### src/hw/ppms_pkg.sv
// ppms_pkg: shared constants and types for the parallel port mode selection block
package ppms_pkg;

  // active operating mode of the port
  typedef enum logic [2:0] {
    PPMS_SPP_COMPAT = 3'h0,
    PPMS_SPP_EXT    = 3'h1,
    PPMS_EPP17      = 3'h2,
    PPMS_EPP19      = 3'h3,
    PPMS_ECP        = 3'h4,
    PPMS_FIFO_PRN   = 3'h5
  } ppms_mode_t;

  localparam int unsigned PPMS_NUM_MODES = 6;

  // offsets from the port base address
  localparam logic [10:0] PPMS_OFS_ECR = 11'h402;
  localparam logic [10:0] PPMS_OFS_IDX = 11'h403;
  localparam logic [10:0] PPMS_OFS_DATA = 11'h404;

  // second-level register file behind the index and data pair
  localparam int unsigned PPMS_SEC_REGS = 8;
  localparam logic [2:0] PPMS_SEC_CTRL2 = 3'h2;

  // configuration space indices
  localparam logic [7:0] PPMS_CFG_IDX_PP = 8'hF0;
  localparam logic [7:0] PPMS_CFG_IDX_IRQ = 8'h70;
  localparam logic [7:0] PPMS_CFG_IDX_DMA = 8'h74;

  // field positions
  localparam int unsigned PPMS_MODE_HI = 7;
  localparam int unsigned PPMS_MODE_LO = 5;
  localparam int unsigned PPMS_CFG_DYN_BIT = 4;
  localparam int unsigned PPMS_CTRL2_COMPAT_BIT = 7;
  localparam int unsigned PPMS_CTRL2_EPP_BIT = 4;
  localparam int unsigned PPMS_FUNCTION_ENABLE_ONE_PP_BIT = 4;

  // configuration mode field codes
  localparam logic [2:0] PPMS_CFG_SPP_COMPAT = 3'h0;
  localparam logic [2:0] PPMS_CFG_SPP_EXT = 3'h1;
  localparam logic [2:0] PPMS_CFG_EPP17 = 3'h2;
  localparam logic [2:0] PPMS_CFG_EPP19 = 3'h3;
  localparam logic [2:0] PPMS_CFG_DYN_A = 3'h6;
  localparam logic [2:0] PPMS_CFG_DYN_B = 3'h7;

  // extended control mode field codes
  localparam logic [2:0] PPMS_ECR_SPP = 3'h0;
  localparam logic [2:0] PPMS_ECR_EXT = 3'h1;
  localparam logic [2:0] PPMS_ECR_FIFO = 3'h2;
  localparam logic [2:0] PPMS_ECR_ECP = 3'h3;
  localparam logic [2:0] PPMS_ECR_EPP = 3'h4;

  // reset values
  localparam logic [7:0] PPMS_CFG_RST = 8'hF0;
  localparam logic [7:0] PPMS_ECR_RST = 8'h60;
  localparam logic [7:0] PPMS_IDX_RST = 8'h00;
  localparam logic [7:0] PPMS_SEC_RST = 8'h00;
  localparam logic [3:0] PPMS_IRQ_RST = 4'h0;
  localparam logic [1:0] PPMS_DMA_RST = 2'h3;
  localparam logic [7:0] PPMS_DATA_RST = 8'h00;

  // ecp fifo size and dma channel count
  localparam logic [4:0] PPMS_ECP_FIFO_DEPTH = 5'h10;
  localparam int unsigned PPMS_DMA_CHANNELS = 3;
  localparam int unsigned PPMS_IRQ_LINES = 16;
  localparam logic [3:0] PPMS_IRQ_EXCL_A = 4'h2;
  localparam logic [3:0] PPMS_IRQ_EXCL_B = 4'hD;

endpackage : ppms_pkg

### src/hw/ppms_sync3.sv
// ppms_sync3: three-stage synchroniser for a pin with a filtered level and edge pulses
`timescale 1ns/1ns
module ppms_sync3
  import ppms_pkg::*;
(
  input wire logic ref_clk,
  input wire logic sys_rst,
  input wire logic pin_in,
  output logic level,
  output logic rise,
  output logic fall
);

  logic s1_q, s2_q, s3_q; // synchroniser chain
  logic lvl_q, lvl_d; // accepted level
  logic rise_q, rise_d; // one-cycle rising pulse
  logic fall_q, fall_d; // one-cycle falling pulse

  // accept a change once stage two and three agree
  always_comb begin
    lvl_d = lvl_q;
    rise_d = 1'b0;
    fall_d = 1'b0;
    if (s2_q == s3_q && s3_q != lvl_q) begin
      lvl_d = s3_q;
      rise_d = s3_q;
      fall_d = ~s3_q;
    end
  end

  // registers; strobes idle high
  always_ff @(posedge ref_clk) begin
    if (sys_rst) begin
      s1_q <= 1'b1;
      s2_q <= 1'b1;
      s3_q <= 1'b1;
      lvl_q <= 1'b1;
      rise_q <= 1'b0;
      fall_q <= 1'b0;
    end else begin
      s1_q <= pin_in;
      s2_q <= s1_q;
      s3_q <= s2_q;
      lvl_q <= lvl_d;
      rise_q <= rise_d;
      fall_q <= fall_d;
    end
  end

  assign level = lvl_q;
  assign rise = rise_q;
  assign fall = fall_q;

endmodule : ppms_sync3

### src/hw/ppms_route.sv
// ppms_route: routes the port interrupt and dma request onto selected isa lines
`timescale 1ns/1ns
module ppms_route
  import ppms_pkg::*;
(
  input wire logic ref_clk,
  input wire logic sys_rst,
  input wire logic enable,
  input wire logic [3:0] irq_sel,
  input wire logic [1:0] dma_sel,
  input wire logic port_irq,
  input wire logic port_drq,
  input wire logic [2:0] dack_n_line,
  output logic [15:0] irq_line,
  output logic [2:0] drq_line,
  output logic port_dack_n
);

  // true for isa lines the port may drive
  function automatic logic irq_ok(input logic [3:0] n);
    irq_ok = (n != 4'h0) && (n != PPMS_IRQ_EXCL_A) && (n != PPMS_IRQ_EXCL_B);
  endfunction : irq_ok

  logic [15:0] irq_q, irq_d; // registered interrupt lines
  logic [2:0] drq_q, drq_d; // registered dma requests

  // one line per isa interrupt
  genvar gi;
  generate
    for (gi = 0; gi < PPMS_IRQ_LINES; gi++) begin : g_irq
      assign irq_d[gi] = enable && port_irq && irq_ok(irq_sel) && (irq_sel == 4'(gi)); // RULE_13
    end
    for (gi = 0; gi < PPMS_DMA_CHANNELS; gi++) begin : g_drq
      assign drq_d[gi] = enable && port_drq && (dma_sel == 2'(gi)); // RULE_14
    end
  endgenerate

  // register the routed requests
  always_ff @(posedge ref_clk) begin
    if (sys_rst) begin
      irq_q <= 16'h0000;
      drq_q <= 3'h0;
    end else begin
      irq_q <= irq_d;
      drq_q <= drq_d;
    end
  end

  assign irq_line = irq_q;
  assign drq_line = drq_q;
  // acknowledge comes back from the selected channel only
  assign port_dack_n = (enable && dma_sel < 2'h3) ? dack_n_line[dma_sel] : 1'b1; // RULE_14
endmodule : ppms_route

### src/hw/ppms_mode_select.sv
// ppms_mode_select: parallel port mode selection, indirect registers and resource routing
//
// Overview of operation
// RULE_01: five software-selectable modes, plus fifo printer
// RULE_02: spp compatible drives data lines only
// RULE_03: fifo printer mode adds hardware handshake fifo
// RULE_04: spp extended moves bytes both ways
// RULE_05: only epp 1.7 lacks 1284 handshake
// RULE_06: ecp has sixteen-entry bidirectional fifo with dma
// RULE_07: reset leaves the port in ecp
// RULE_08: ecp sub-mode from extended control bits 7-5
// RULE_09: static mode from config f0h bits 7-4; the code takes the mode field from bits 7-5
// RULE_10: run-time change needs bit4 and 110/111
// RULE_11: dynamic mode from extended control plus second_control_reg
// RULE_12: second_control_reg reached through index and data registers
// RULE_13: interrupt to irq1-15 except 2 and 13
// RULE_14: dma to one of three channels
// RULE_15: port works only while enable bit set
// RULE_16: software sets config bit4 before dynamic changes
// RULE_17: second_control_reg bit7 refines compatibility behaviour
// RULE_18: exactly one stable active mode
// RULE_19: static configuration ignores run-time mode writes
`timescale 1ns/1ns
module ppms_mode_select
  import ppms_pkg::*;
(
  input wire logic ref_clk,
  input wire logic sys_rst,
  input wire logic [10:0] io_addr,
  input wire logic io_rd_n,
  input wire logic io_wr_n,
  input wire logic [7:0] io_data_in,
  output logic [7:0] io_data_out,
  output logic io_data_oe,
  input wire logic cfg_wr,
  input wire logic [7:0] cfg_index,
  input wire logic [7:0] cfg_wdata,
  output logic [7:0] cfg_rdata,
  input wire logic [7:0] func_enable_one,
  output logic port_enable,
  output ppms_mode_t active_mode,
  output logic [5:0] mode_active,
  output logic [2:0] ecp_sub_mode,
  output logic compat_refine,
  output logic ieee1284_ok,
  output logic pd_out_only,
  output logic pd_bidir,
  output logic hw_handshake,
  output logic fifo_enable,
  output logic fifo_bidir,
  output logic [4:0] fifo_depth,
  output logic dma_capable,
  input wire logic port_irq,
  input wire logic port_drq,
  input wire logic [2:0] dack_n_line,
  output logic [15:0] irq_line,
  output logic [2:0] drq_line,
  output logic port_dack_n
);

  // true when the offset selects one of this block's registers
  function automatic logic reg_hit(input logic [10:0] a);
    reg_hit = (a == PPMS_OFS_ECR) || (a == PPMS_OFS_IDX) || (a == PPMS_OFS_DATA);
  endfunction : reg_hit

  // true when configuration allows run-time reconfiguration
  function automatic logic dyn_cfg(input logic [7:0] c);
    dyn_cfg = c[PPMS_CFG_DYN_BIT] &&
      (c[PPMS_MODE_HI:PPMS_MODE_LO] == PPMS_CFG_DYN_A || c[PPMS_MODE_HI:PPMS_MODE_LO] == PPMS_CFG_DYN_B);
  endfunction : dyn_cfg

  // mode decode from configuration, extended control and second_control_reg
  function automatic ppms_mode_t decode_mode(input logic [7:0] c, input logic [7:0] e, input logic [7:0] c2);
    logic [2:0] sf;
    logic [2:0] ef;
    sf = c[PPMS_MODE_HI:PPMS_MODE_LO];
    ef = e[PPMS_MODE_HI:PPMS_MODE_LO];
    decode_mode = PPMS_ECP;
    if (dyn_cfg(c)) begin // RULE_10 RULE_11
      if (ef == PPMS_ECR_SPP) begin
        decode_mode = PPMS_SPP_COMPAT;
      end else if (ef == PPMS_ECR_EXT) begin
        decode_mode = PPMS_SPP_EXT;
      end else if (ef == PPMS_ECR_FIFO) begin
        decode_mode = PPMS_FIFO_PRN;
      end else if (ef == PPMS_ECR_EPP) begin
        decode_mode = c2[PPMS_CTRL2_EPP_BIT] ? PPMS_EPP19 : PPMS_EPP17;
      end else begin
        decode_mode = PPMS_ECP; // RULE_08
      end
    end else if (sf == PPMS_CFG_SPP_COMPAT) begin // RULE_09 RULE_19
      decode_mode = PPMS_SPP_COMPAT;
    end else if (sf == PPMS_CFG_SPP_EXT) begin
      decode_mode = PPMS_SPP_EXT;
    end else if (sf == PPMS_CFG_EPP17) begin
      decode_mode = PPMS_EPP17;
    end else if (sf == PPMS_CFG_EPP19) begin
      decode_mode = PPMS_EPP19;
    end else begin
      decode_mode = PPMS_ECP;
    end
  endfunction : decode_mode

  // synchronised bus strobes
  logic rd_lvl; // read strobe level, low while reading
  logic wr_lvl; // write strobe level, low while writing
  logic wr_rise; // end of a write cycle

  ppms_sync3 u_rd_sync (
    .ref_clk(ref_clk),
    .sys_rst(sys_rst),
    .pin_in(io_rd_n),
    .level(rd_lvl),
    .rise(),
    .fall()
  );

  ppms_sync3 u_wr_sync (
    .ref_clk(ref_clk),
    .sys_rst(sys_rst),
    .pin_in(io_wr_n),
    .level(wr_lvl),
    .rise(wr_rise),
    .fall()
  );

  // register file state
  logic [7:0] din_q, din_d; // last data seen during a write
  logic [7:0] ecr_q, ecr_d; // extended_mode_control
  logic [7:0] idx_q, idx_d; // mode_index_pointer
  logic [7:0] sec_q [0:PPMS_SEC_REGS-1]; // second-level registers
  logic [7:0] sec_d [0:PPMS_SEC_REGS-1];
  logic [7:0] cfg_q, cfg_d; // port configuration at f0h
  logic [3:0] irq_sel_q, irq_sel_d; // interrupt line number
  logic [1:0] dma_sel_q, dma_sel_d; // dma channel, 3 means none
  logic [7:0] cfg_rd_q, cfg_rd_d; // configuration readback
  logic [7:0] dout_q, dout_d; // bus read data
  logic oe_q, oe_d; // bus data drive enable
  ppms_mode_t mode_q, mode_d; // active operating mode
  logic fe; // port enable bit
  logic sec_ok; // index points inside the second-level file
  logic [7:0] ctrl2; // second_control_reg

  assign fe = func_enable_one[PPMS_FUNCTION_ENABLE_ONE_PP_BIT]; // RULE_15
  assign sec_ok = (idx_q[7:3] == 5'h00);
  assign ctrl2 = sec_q[PPMS_SEC_CTRL2];

  // next values for registers, bus reads and mode
  always_comb begin
    din_d = din_q;
    ecr_d = ecr_q;
    idx_d = idx_q;
    cfg_d = cfg_q;
    irq_sel_d = irq_sel_q;
    dma_sel_d = dma_sel_q;
    cfg_rd_d = cfg_rd_q;
    for (int i = 0; i < PPMS_SEC_REGS; i++) begin
      sec_d[i] = sec_q[i];
    end
    // keep the data present while the write strobe is low
    if (!wr_lvl) begin
      din_d = io_data_in;
    end
    // commit a write at the end of the strobe
    if (fe && wr_rise) begin // RULE_15
      if (io_addr == PPMS_OFS_ECR) begin
        ecr_d = din_q; // RULE_08
      end else if (io_addr == PPMS_OFS_IDX) begin
        idx_d = din_q; // RULE_12
      end else if (io_addr == PPMS_OFS_DATA && sec_ok) begin
        sec_d[idx_q[2:0]] = din_q; // RULE_12
      end
    end
    // configuration space writes from the plug and play logic
    if (cfg_wr) begin
      if (cfg_index == PPMS_CFG_IDX_PP) begin
        cfg_d = cfg_wdata; // RULE_09
      end else if (cfg_index == PPMS_CFG_IDX_IRQ) begin
        irq_sel_d = cfg_wdata[3:0]; // RULE_13
      end else if (cfg_index == PPMS_CFG_IDX_DMA) begin
        dma_sel_d = cfg_wdata[1:0]; // RULE_14
      end
    end
    // configuration readback
    if (cfg_index == PPMS_CFG_IDX_PP) begin
      cfg_rd_d = cfg_q;
    end else if (cfg_index == PPMS_CFG_IDX_IRQ) begin
      cfg_rd_d = {4'h0, irq_sel_q};
    end else if (cfg_index == PPMS_CFG_IDX_DMA) begin
      cfg_rd_d = {6'h00, dma_sel_q};
    end else begin
      cfg_rd_d = 8'h00;
    end
    // bus read, driven only while enabled and mapped
    oe_d = fe && !rd_lvl && reg_hit(io_addr); // RULE_15
    if (io_addr == PPMS_OFS_ECR) begin
      dout_d = ecr_q;
    end else if (io_addr == PPMS_OFS_IDX) begin
      dout_d = idx_q;
    end else if (io_addr == PPMS_OFS_DATA && sec_ok) begin
      dout_d = sec_q[idx_q[2:0]]; // RULE_12
    end else begin
      dout_d = 8'h00;
    end
    // one mode, recomputed only from stored selections
    mode_d = decode_mode(cfg_q, ecr_q, ctrl2); // RULE_18 RULE_01
  end

  // state registers
  always_ff @(posedge ref_clk) begin
    if (sys_rst) begin
      din_q <= PPMS_DATA_RST;
      ecr_q <= PPMS_ECR_RST;
      idx_q <= PPMS_IDX_RST;
      cfg_q <= PPMS_CFG_RST;
      irq_sel_q <= PPMS_IRQ_RST;
      dma_sel_q <= PPMS_DMA_RST;
      cfg_rd_q <= PPMS_DATA_RST;
      dout_q <= PPMS_DATA_RST;
      oe_q <= 1'b0;
      mode_q <= PPMS_ECP; // RULE_07
      for (int i = 0; i < PPMS_SEC_REGS; i++) begin
        sec_q[i] <= PPMS_SEC_RST;
      end
    end else begin
      din_q <= din_d;
      ecr_q <= ecr_d;
      idx_q <= idx_d;
      cfg_q <= cfg_d;
      irq_sel_q <= irq_sel_d;
      dma_sel_q <= dma_sel_d;
      cfg_rd_q <= cfg_rd_d;
      dout_q <= dout_d;
      oe_q <= oe_d;
      mode_q <= mode_d;
      for (int i = 0; i < PPMS_SEC_REGS; i++) begin
        sec_q[i] <= sec_d[i];
      end
    end
  end

  // one-hot view of the active mode
  genvar gm;
  generate
    for (gm = 0; gm < PPMS_NUM_MODES; gm++) begin : g_mode
      assign mode_active[gm] = (mode_q == ppms_mode_t'(gm)); // RULE_18
    end
  endgenerate

  // capabilities that follow from the active mode
  assign active_mode = mode_q;
  assign port_enable = fe; // RULE_15
  assign ecp_sub_mode = ecr_q[PPMS_MODE_HI:PPMS_MODE_LO]; // RULE_08
  assign compat_refine = dyn_cfg(cfg_q) && ctrl2[PPMS_CTRL2_COMPAT_BIT]; // RULE_17
  assign ieee1284_ok = (mode_q != PPMS_EPP17); // RULE_05
  assign pd_out_only = (mode_q == PPMS_SPP_COMPAT) || (mode_q == PPMS_FIFO_PRN); // RULE_02
  assign pd_bidir = !pd_out_only; // RULE_04
  assign hw_handshake = (mode_q != PPMS_SPP_COMPAT) && (mode_q != PPMS_SPP_EXT); // RULE_03
  assign fifo_enable = (mode_q == PPMS_FIFO_PRN) || (mode_q == PPMS_ECP); // RULE_03
  assign fifo_bidir = (mode_q == PPMS_ECP); // RULE_06
  assign fifo_depth = (mode_q == PPMS_ECP) ? PPMS_ECP_FIFO_DEPTH : 5'h00; // RULE_06
  assign dma_capable = fifo_enable; // RULE_06
  assign io_data_out = dout_q;
  assign io_data_oe = oe_q;
  assign cfg_rdata = cfg_rd_q;

  // interrupt and dma routing
  ppms_route u_route (
    .ref_clk(ref_clk),
    .sys_rst(sys_rst),
    .enable(fe),
    .irq_sel(irq_sel_q),
    .dma_sel(dma_sel_q),
    .port_irq(port_irq),
    .port_drq(port_drq && dma_capable),
    .dack_n_line(dack_n_line),
    .irq_line(irq_line),
    .drq_line(drq_line),
    .port_dack_n(port_dack_n)
  );
endmodule : ppms_mode_select

### config.mk
export PLATFORM = sky130hd
export DESIGN_NAME = ppms_mode_select
export DESIGN_NICKNAME = d
export VERILOG_FILES = /design/src/hw/ppms_pkg.sv /design/src/hw/ppms_sync3.sv /design/src/hw/ppms_route.sv /design/src/hw/ppms_mode_select.sv
export SDC_FILE = /design/constraint.sdc
export NUM_CORES = 1
export LEC_CHECK = 0
export BUFFER_PORTS_ARGS = -buffer_cell sky130_fd_sc_hd__buf_2
export CORE_AREA = 5 5 109 111
export CTS_BUF_LIST = sky130_fd_sc_hd__clkbuf_16
export CTS_CLUSTER_DIAMETER = 40
export CTS_CLUSTER_SIZE = 25
export DETAILED_ROUTE_END_ITERATION = 16
export DIE_AREA = 0 0 114 116
export GPL_ROUTABILITY_DRIVEN = 1
export HOLD_SLACK_MARGIN = 0.03
export PLACE_DENSITY = 0.84
export SLEW_MARGIN = 10
export SYNTH_ARGS = -nofsm -noshare
export SYNTH_HDL_FRONTEND = slang
export SYNTH_HIERARCHICAL = 1
export SYNTH_SLANG_ARGS = --single-unit
### constraint.sdc
create_clock -name ref_clk -period 5.6 [get_ports ref_clk]
set_input_delay 0.28 -clock ref_clk [delete_from_list [all_inputs] [get_ports ref_clk]]
set_output_delay 0.28 -clock ref_clk [all_outputs]
set_load 0.005 [all_outputs]
==> flow_metrics.env <==
export IMPL_period_needed_ns=2.69
export IMPL_end_kind="register"
export IMPL_slew_viol_final=0
export IMPL_path_clk_slew_ns=0.06
export IMPL_crit_required_ns=5.88
export IMPL_post_layout_nonfiller_instances=839
export IMPL_post_route_drc_count=0
export IMPL_power_density_mw_per_mm2=305
export IMPL_min_period_over_period=0.481
export IMPL_switchingPower_w=0.000456
export IMPL_holdBufCountCts=0
export IMPL_internal_power_w=0.00176
export IMPL_rows=38
export IMPL_wl_um=13500
export IMPL_drtPass1Iterations=5
export IMPL_ant_nets=0
export IMPL_endpoint="sec_q[7][5]"
export IMPL_ios=116
export IMPL_cts_max_level=4
export IMPL_gp_congestion=0.809
export IMPL_setup_tns_final_ns=0
export IMPL_min_from="io_rd_n"
export IMPL_cp_max_fo=8
export IMPL_cp_start_kind="register"
export IMPL_cts_buffers_inserted=17
export IMPL_syn_cell_area_mm2=0.00623
export IMPL_wl_per_cell_um=16.1
export IMPL_drive_above_1_share=0.236
export IMPL_cp_arrival_ns=2.97
export IMPL_clock_sinks=153
export IMPL_nFillCells=801
export IMPL_r2r_start="idx_q[3]"
export IMPL_critPathSlowestCell="or4_1"
export IMPL_nNetsFinal=739
export IMPL_status="completed"
export IMPL_cts_tree="built"
export IMPL_place_area_mm2=0.00670
export IMPL_ff_latch_area_mm2=0.00306
export IMPL_setup_viol=0
export IMPL_start_util=0.582
export IMPL_dp_cells=807
export IMPL_postLayoutSetupSlackWorst_ns=2.91
export IMPL_peakVddDrop_uv=200
export IMPL_combPwrFrac=0.023
export IMPL_drtIter0Drc=273
export IMPL_hold_viol_final=0
export IMPL_die_y_um=116
export IMPL_via_per_inst=5.50
export IMPL_grt_max_degree=79
export IMPL_grt_first_pass_wirelength_um=22100
export IMPL_max_stage_delay_ns=0.84
export IMPL_yosysWarnings=6
export IMPL_portBuffers=104
export IMPL_clk_latency_ns=0.42
export IMPL_syn_inst=608
export IMPL_fin_skew_ns=0.00972
export IMPL_cts_resized=0
export IMPL_p_sw_frac=0.206
export IMPL_crit_buf_inv=0
export IMPL_syn_to_final_growth_pct=16.5
export IMPL_multiInputGateArea_mm2=0.00286
export IMPL_post_place_ws_ns=2.77
export IMPL_critPathLaunch="idx_q[3]"
export IMPL_cp_top_family="simple AND/OR/NAND/NOR gates"
export IMPL_die_w_um=114
export IMPL_cts_buffer_depth=2
export IMPL_grtUsageTotal=0.210
export IMPL_design_area_mm2=0.00726
export IMPL_syn_area_per_cell_um2=10.2
export IMPL_power_frac_seq=0.494
export IMPL_maxCapViolations=0
export IMPL_r2r_end="sec_q[7][5]"
export IMPL_p_leak_nw=2.99
export IMPL_overflow=0
export IMPL_dp_hpwl_um=9220
export IMPL_cp_num_cells=5
export IMPL_worst_pin_slew_ns=1.10
export IMPL_diodes=0
export IMPL_first_global_vias=4632
export IMPL_rsz0062_at_grt="no"
export IMPL_reg2reg_depth=5
export IMPL_r2r_slack_ns=2.91
export IMPL_crit_path_cell_trace="nor4_1 > nand4_1 > or4_1 > mux2i_1 > nor2_1"
export IMPL_vias=4617
export IMPL_root_buffer="clkbuf_16"
export IMPL_antenna_found_initial=0
export IMPL_p_clk_frac=0.483
export IMPL_relSlewSlack=0.263
export IMPL_fmax_mhz=371
export IMPL_core_mm2=0.0107
export IMPL_cts_setup_buffers=0
export IMPL_hold_ws_ns=0.0477
export IMPL_hp_class="in2reg"
export IMPL_dieArea_mm2=0.0132
export IMPL_setup_worst_path_class="reg2reg"
## stage by stage
| stage | util | total power [W] |
|---|---|---|
| detailed placement | 0.626 | 0.00117 |
| CTS | 0.679 | 0.00223 |
| global route | 0.679 | 0.00228 |
| finish | 0.679 | 0.00221 |
| global placement | 0.626 | 0.00117 |
| floorplan | - | 0.00115 |
## cell type report
| class | instances | area share |
|---|---|---|
| flip-flops and latches | 153 | 0.422 |
| multi-input cells | 391 | 0.394 |
| clock inverters | 15 | 0.0186 |
| repair buffers | 105 | 0.0731 |
| inverters | 18 | 0.00931 |
| clock buffers | 17 | 0.0586 |
| well taps | 140 | 0.0241 |
## layout by cell type (no fill, tap or decap), types with 3 or more instances in the layout
master,instances
a21oi_1,24
nor4b_1,6
nand2_1,6
nor2_1,120
nor3b_1,5
or2_1,4
and2_1,7
nand4b_1,3
nor4_4,3
clkbuf_16,17
nand3b_1,4
buf_2,103
nand3_1,6
mux2i_1,101
nand2b_1,7
nor4_1,6
nor3_1,22
clkinv_1,4
a211o_1,6
inv_1,19
clkinvlp_4,5
conb_1,7
mux2_2,7
and4_1,5
mux4_2,16
dfxtp_1,153
nand4_1,3
## power by group through the flow
stage	combinational, W	sequential (W)	clock (W)
6_report	0.0000511	0.00109	0.00107
5_1_grt	0.0000567	0.00109	0.00113
4_1_cts	0.0000508	0.00109	0.00109
3_5_place_dp	0.0000504	0.00112	0
3_3_place_gp	0.0000489	0.00112	0
2_1_floorplan	0.0000289	0.00112	0
## routing by layer
| metal | global-route usage | part of all wire | vias up |
|---|---|---|---|
| li1 | - | - | 2240 |
| met1 | 0.236 | 0.41 | 2187 |
| met2 | 0.381 | 0.50 | 155 |
| met3 | 0.0465 | 0.068 | 35 |
| met4 | 0.0966 | 0.028 | 0 |
| met5 | 0 | 0 | - |
## worst min path at each step
stage / end / slack (ns) / depth (start not counted)
final: u_rd_sync/s1_q / 0.05 / 2
after global routing: u_rd_sync/s1_q / 0.05 / 2
after CTS: u_rd_sync/s1_q / 0.04 / 2
after detailed placement: u_wr_sync/s2_q / 0.39 / 1
after global placement: u_rd_sync/s2_q / 0.39 / 1
after floorplan: u_wr_sync/rise / 0.36 / 1
## worst reg2reg max path, stage by stage, from the launching register on
cell     delay [ns]
dfxtp_1        0.33
nor4_1         0.60
nand4_1        0.45
or4_1          0.84
mux2i_1        0.28
nor2_1         0.06
## flip-flops by register name, indices dropped and copies added, names as in the netlist, 3 cells and up, named ones only
signal	count
ecr_q	8
din_q	8
idx_q	8
io_data_out	8
u_route/irq_line	16
u_route/drq_line	3
cfg_q	8
active_mode	3
sec_q	64
irq_sel_q	4
cfg_rdata	8
Power figures use the tool's default switching activity.
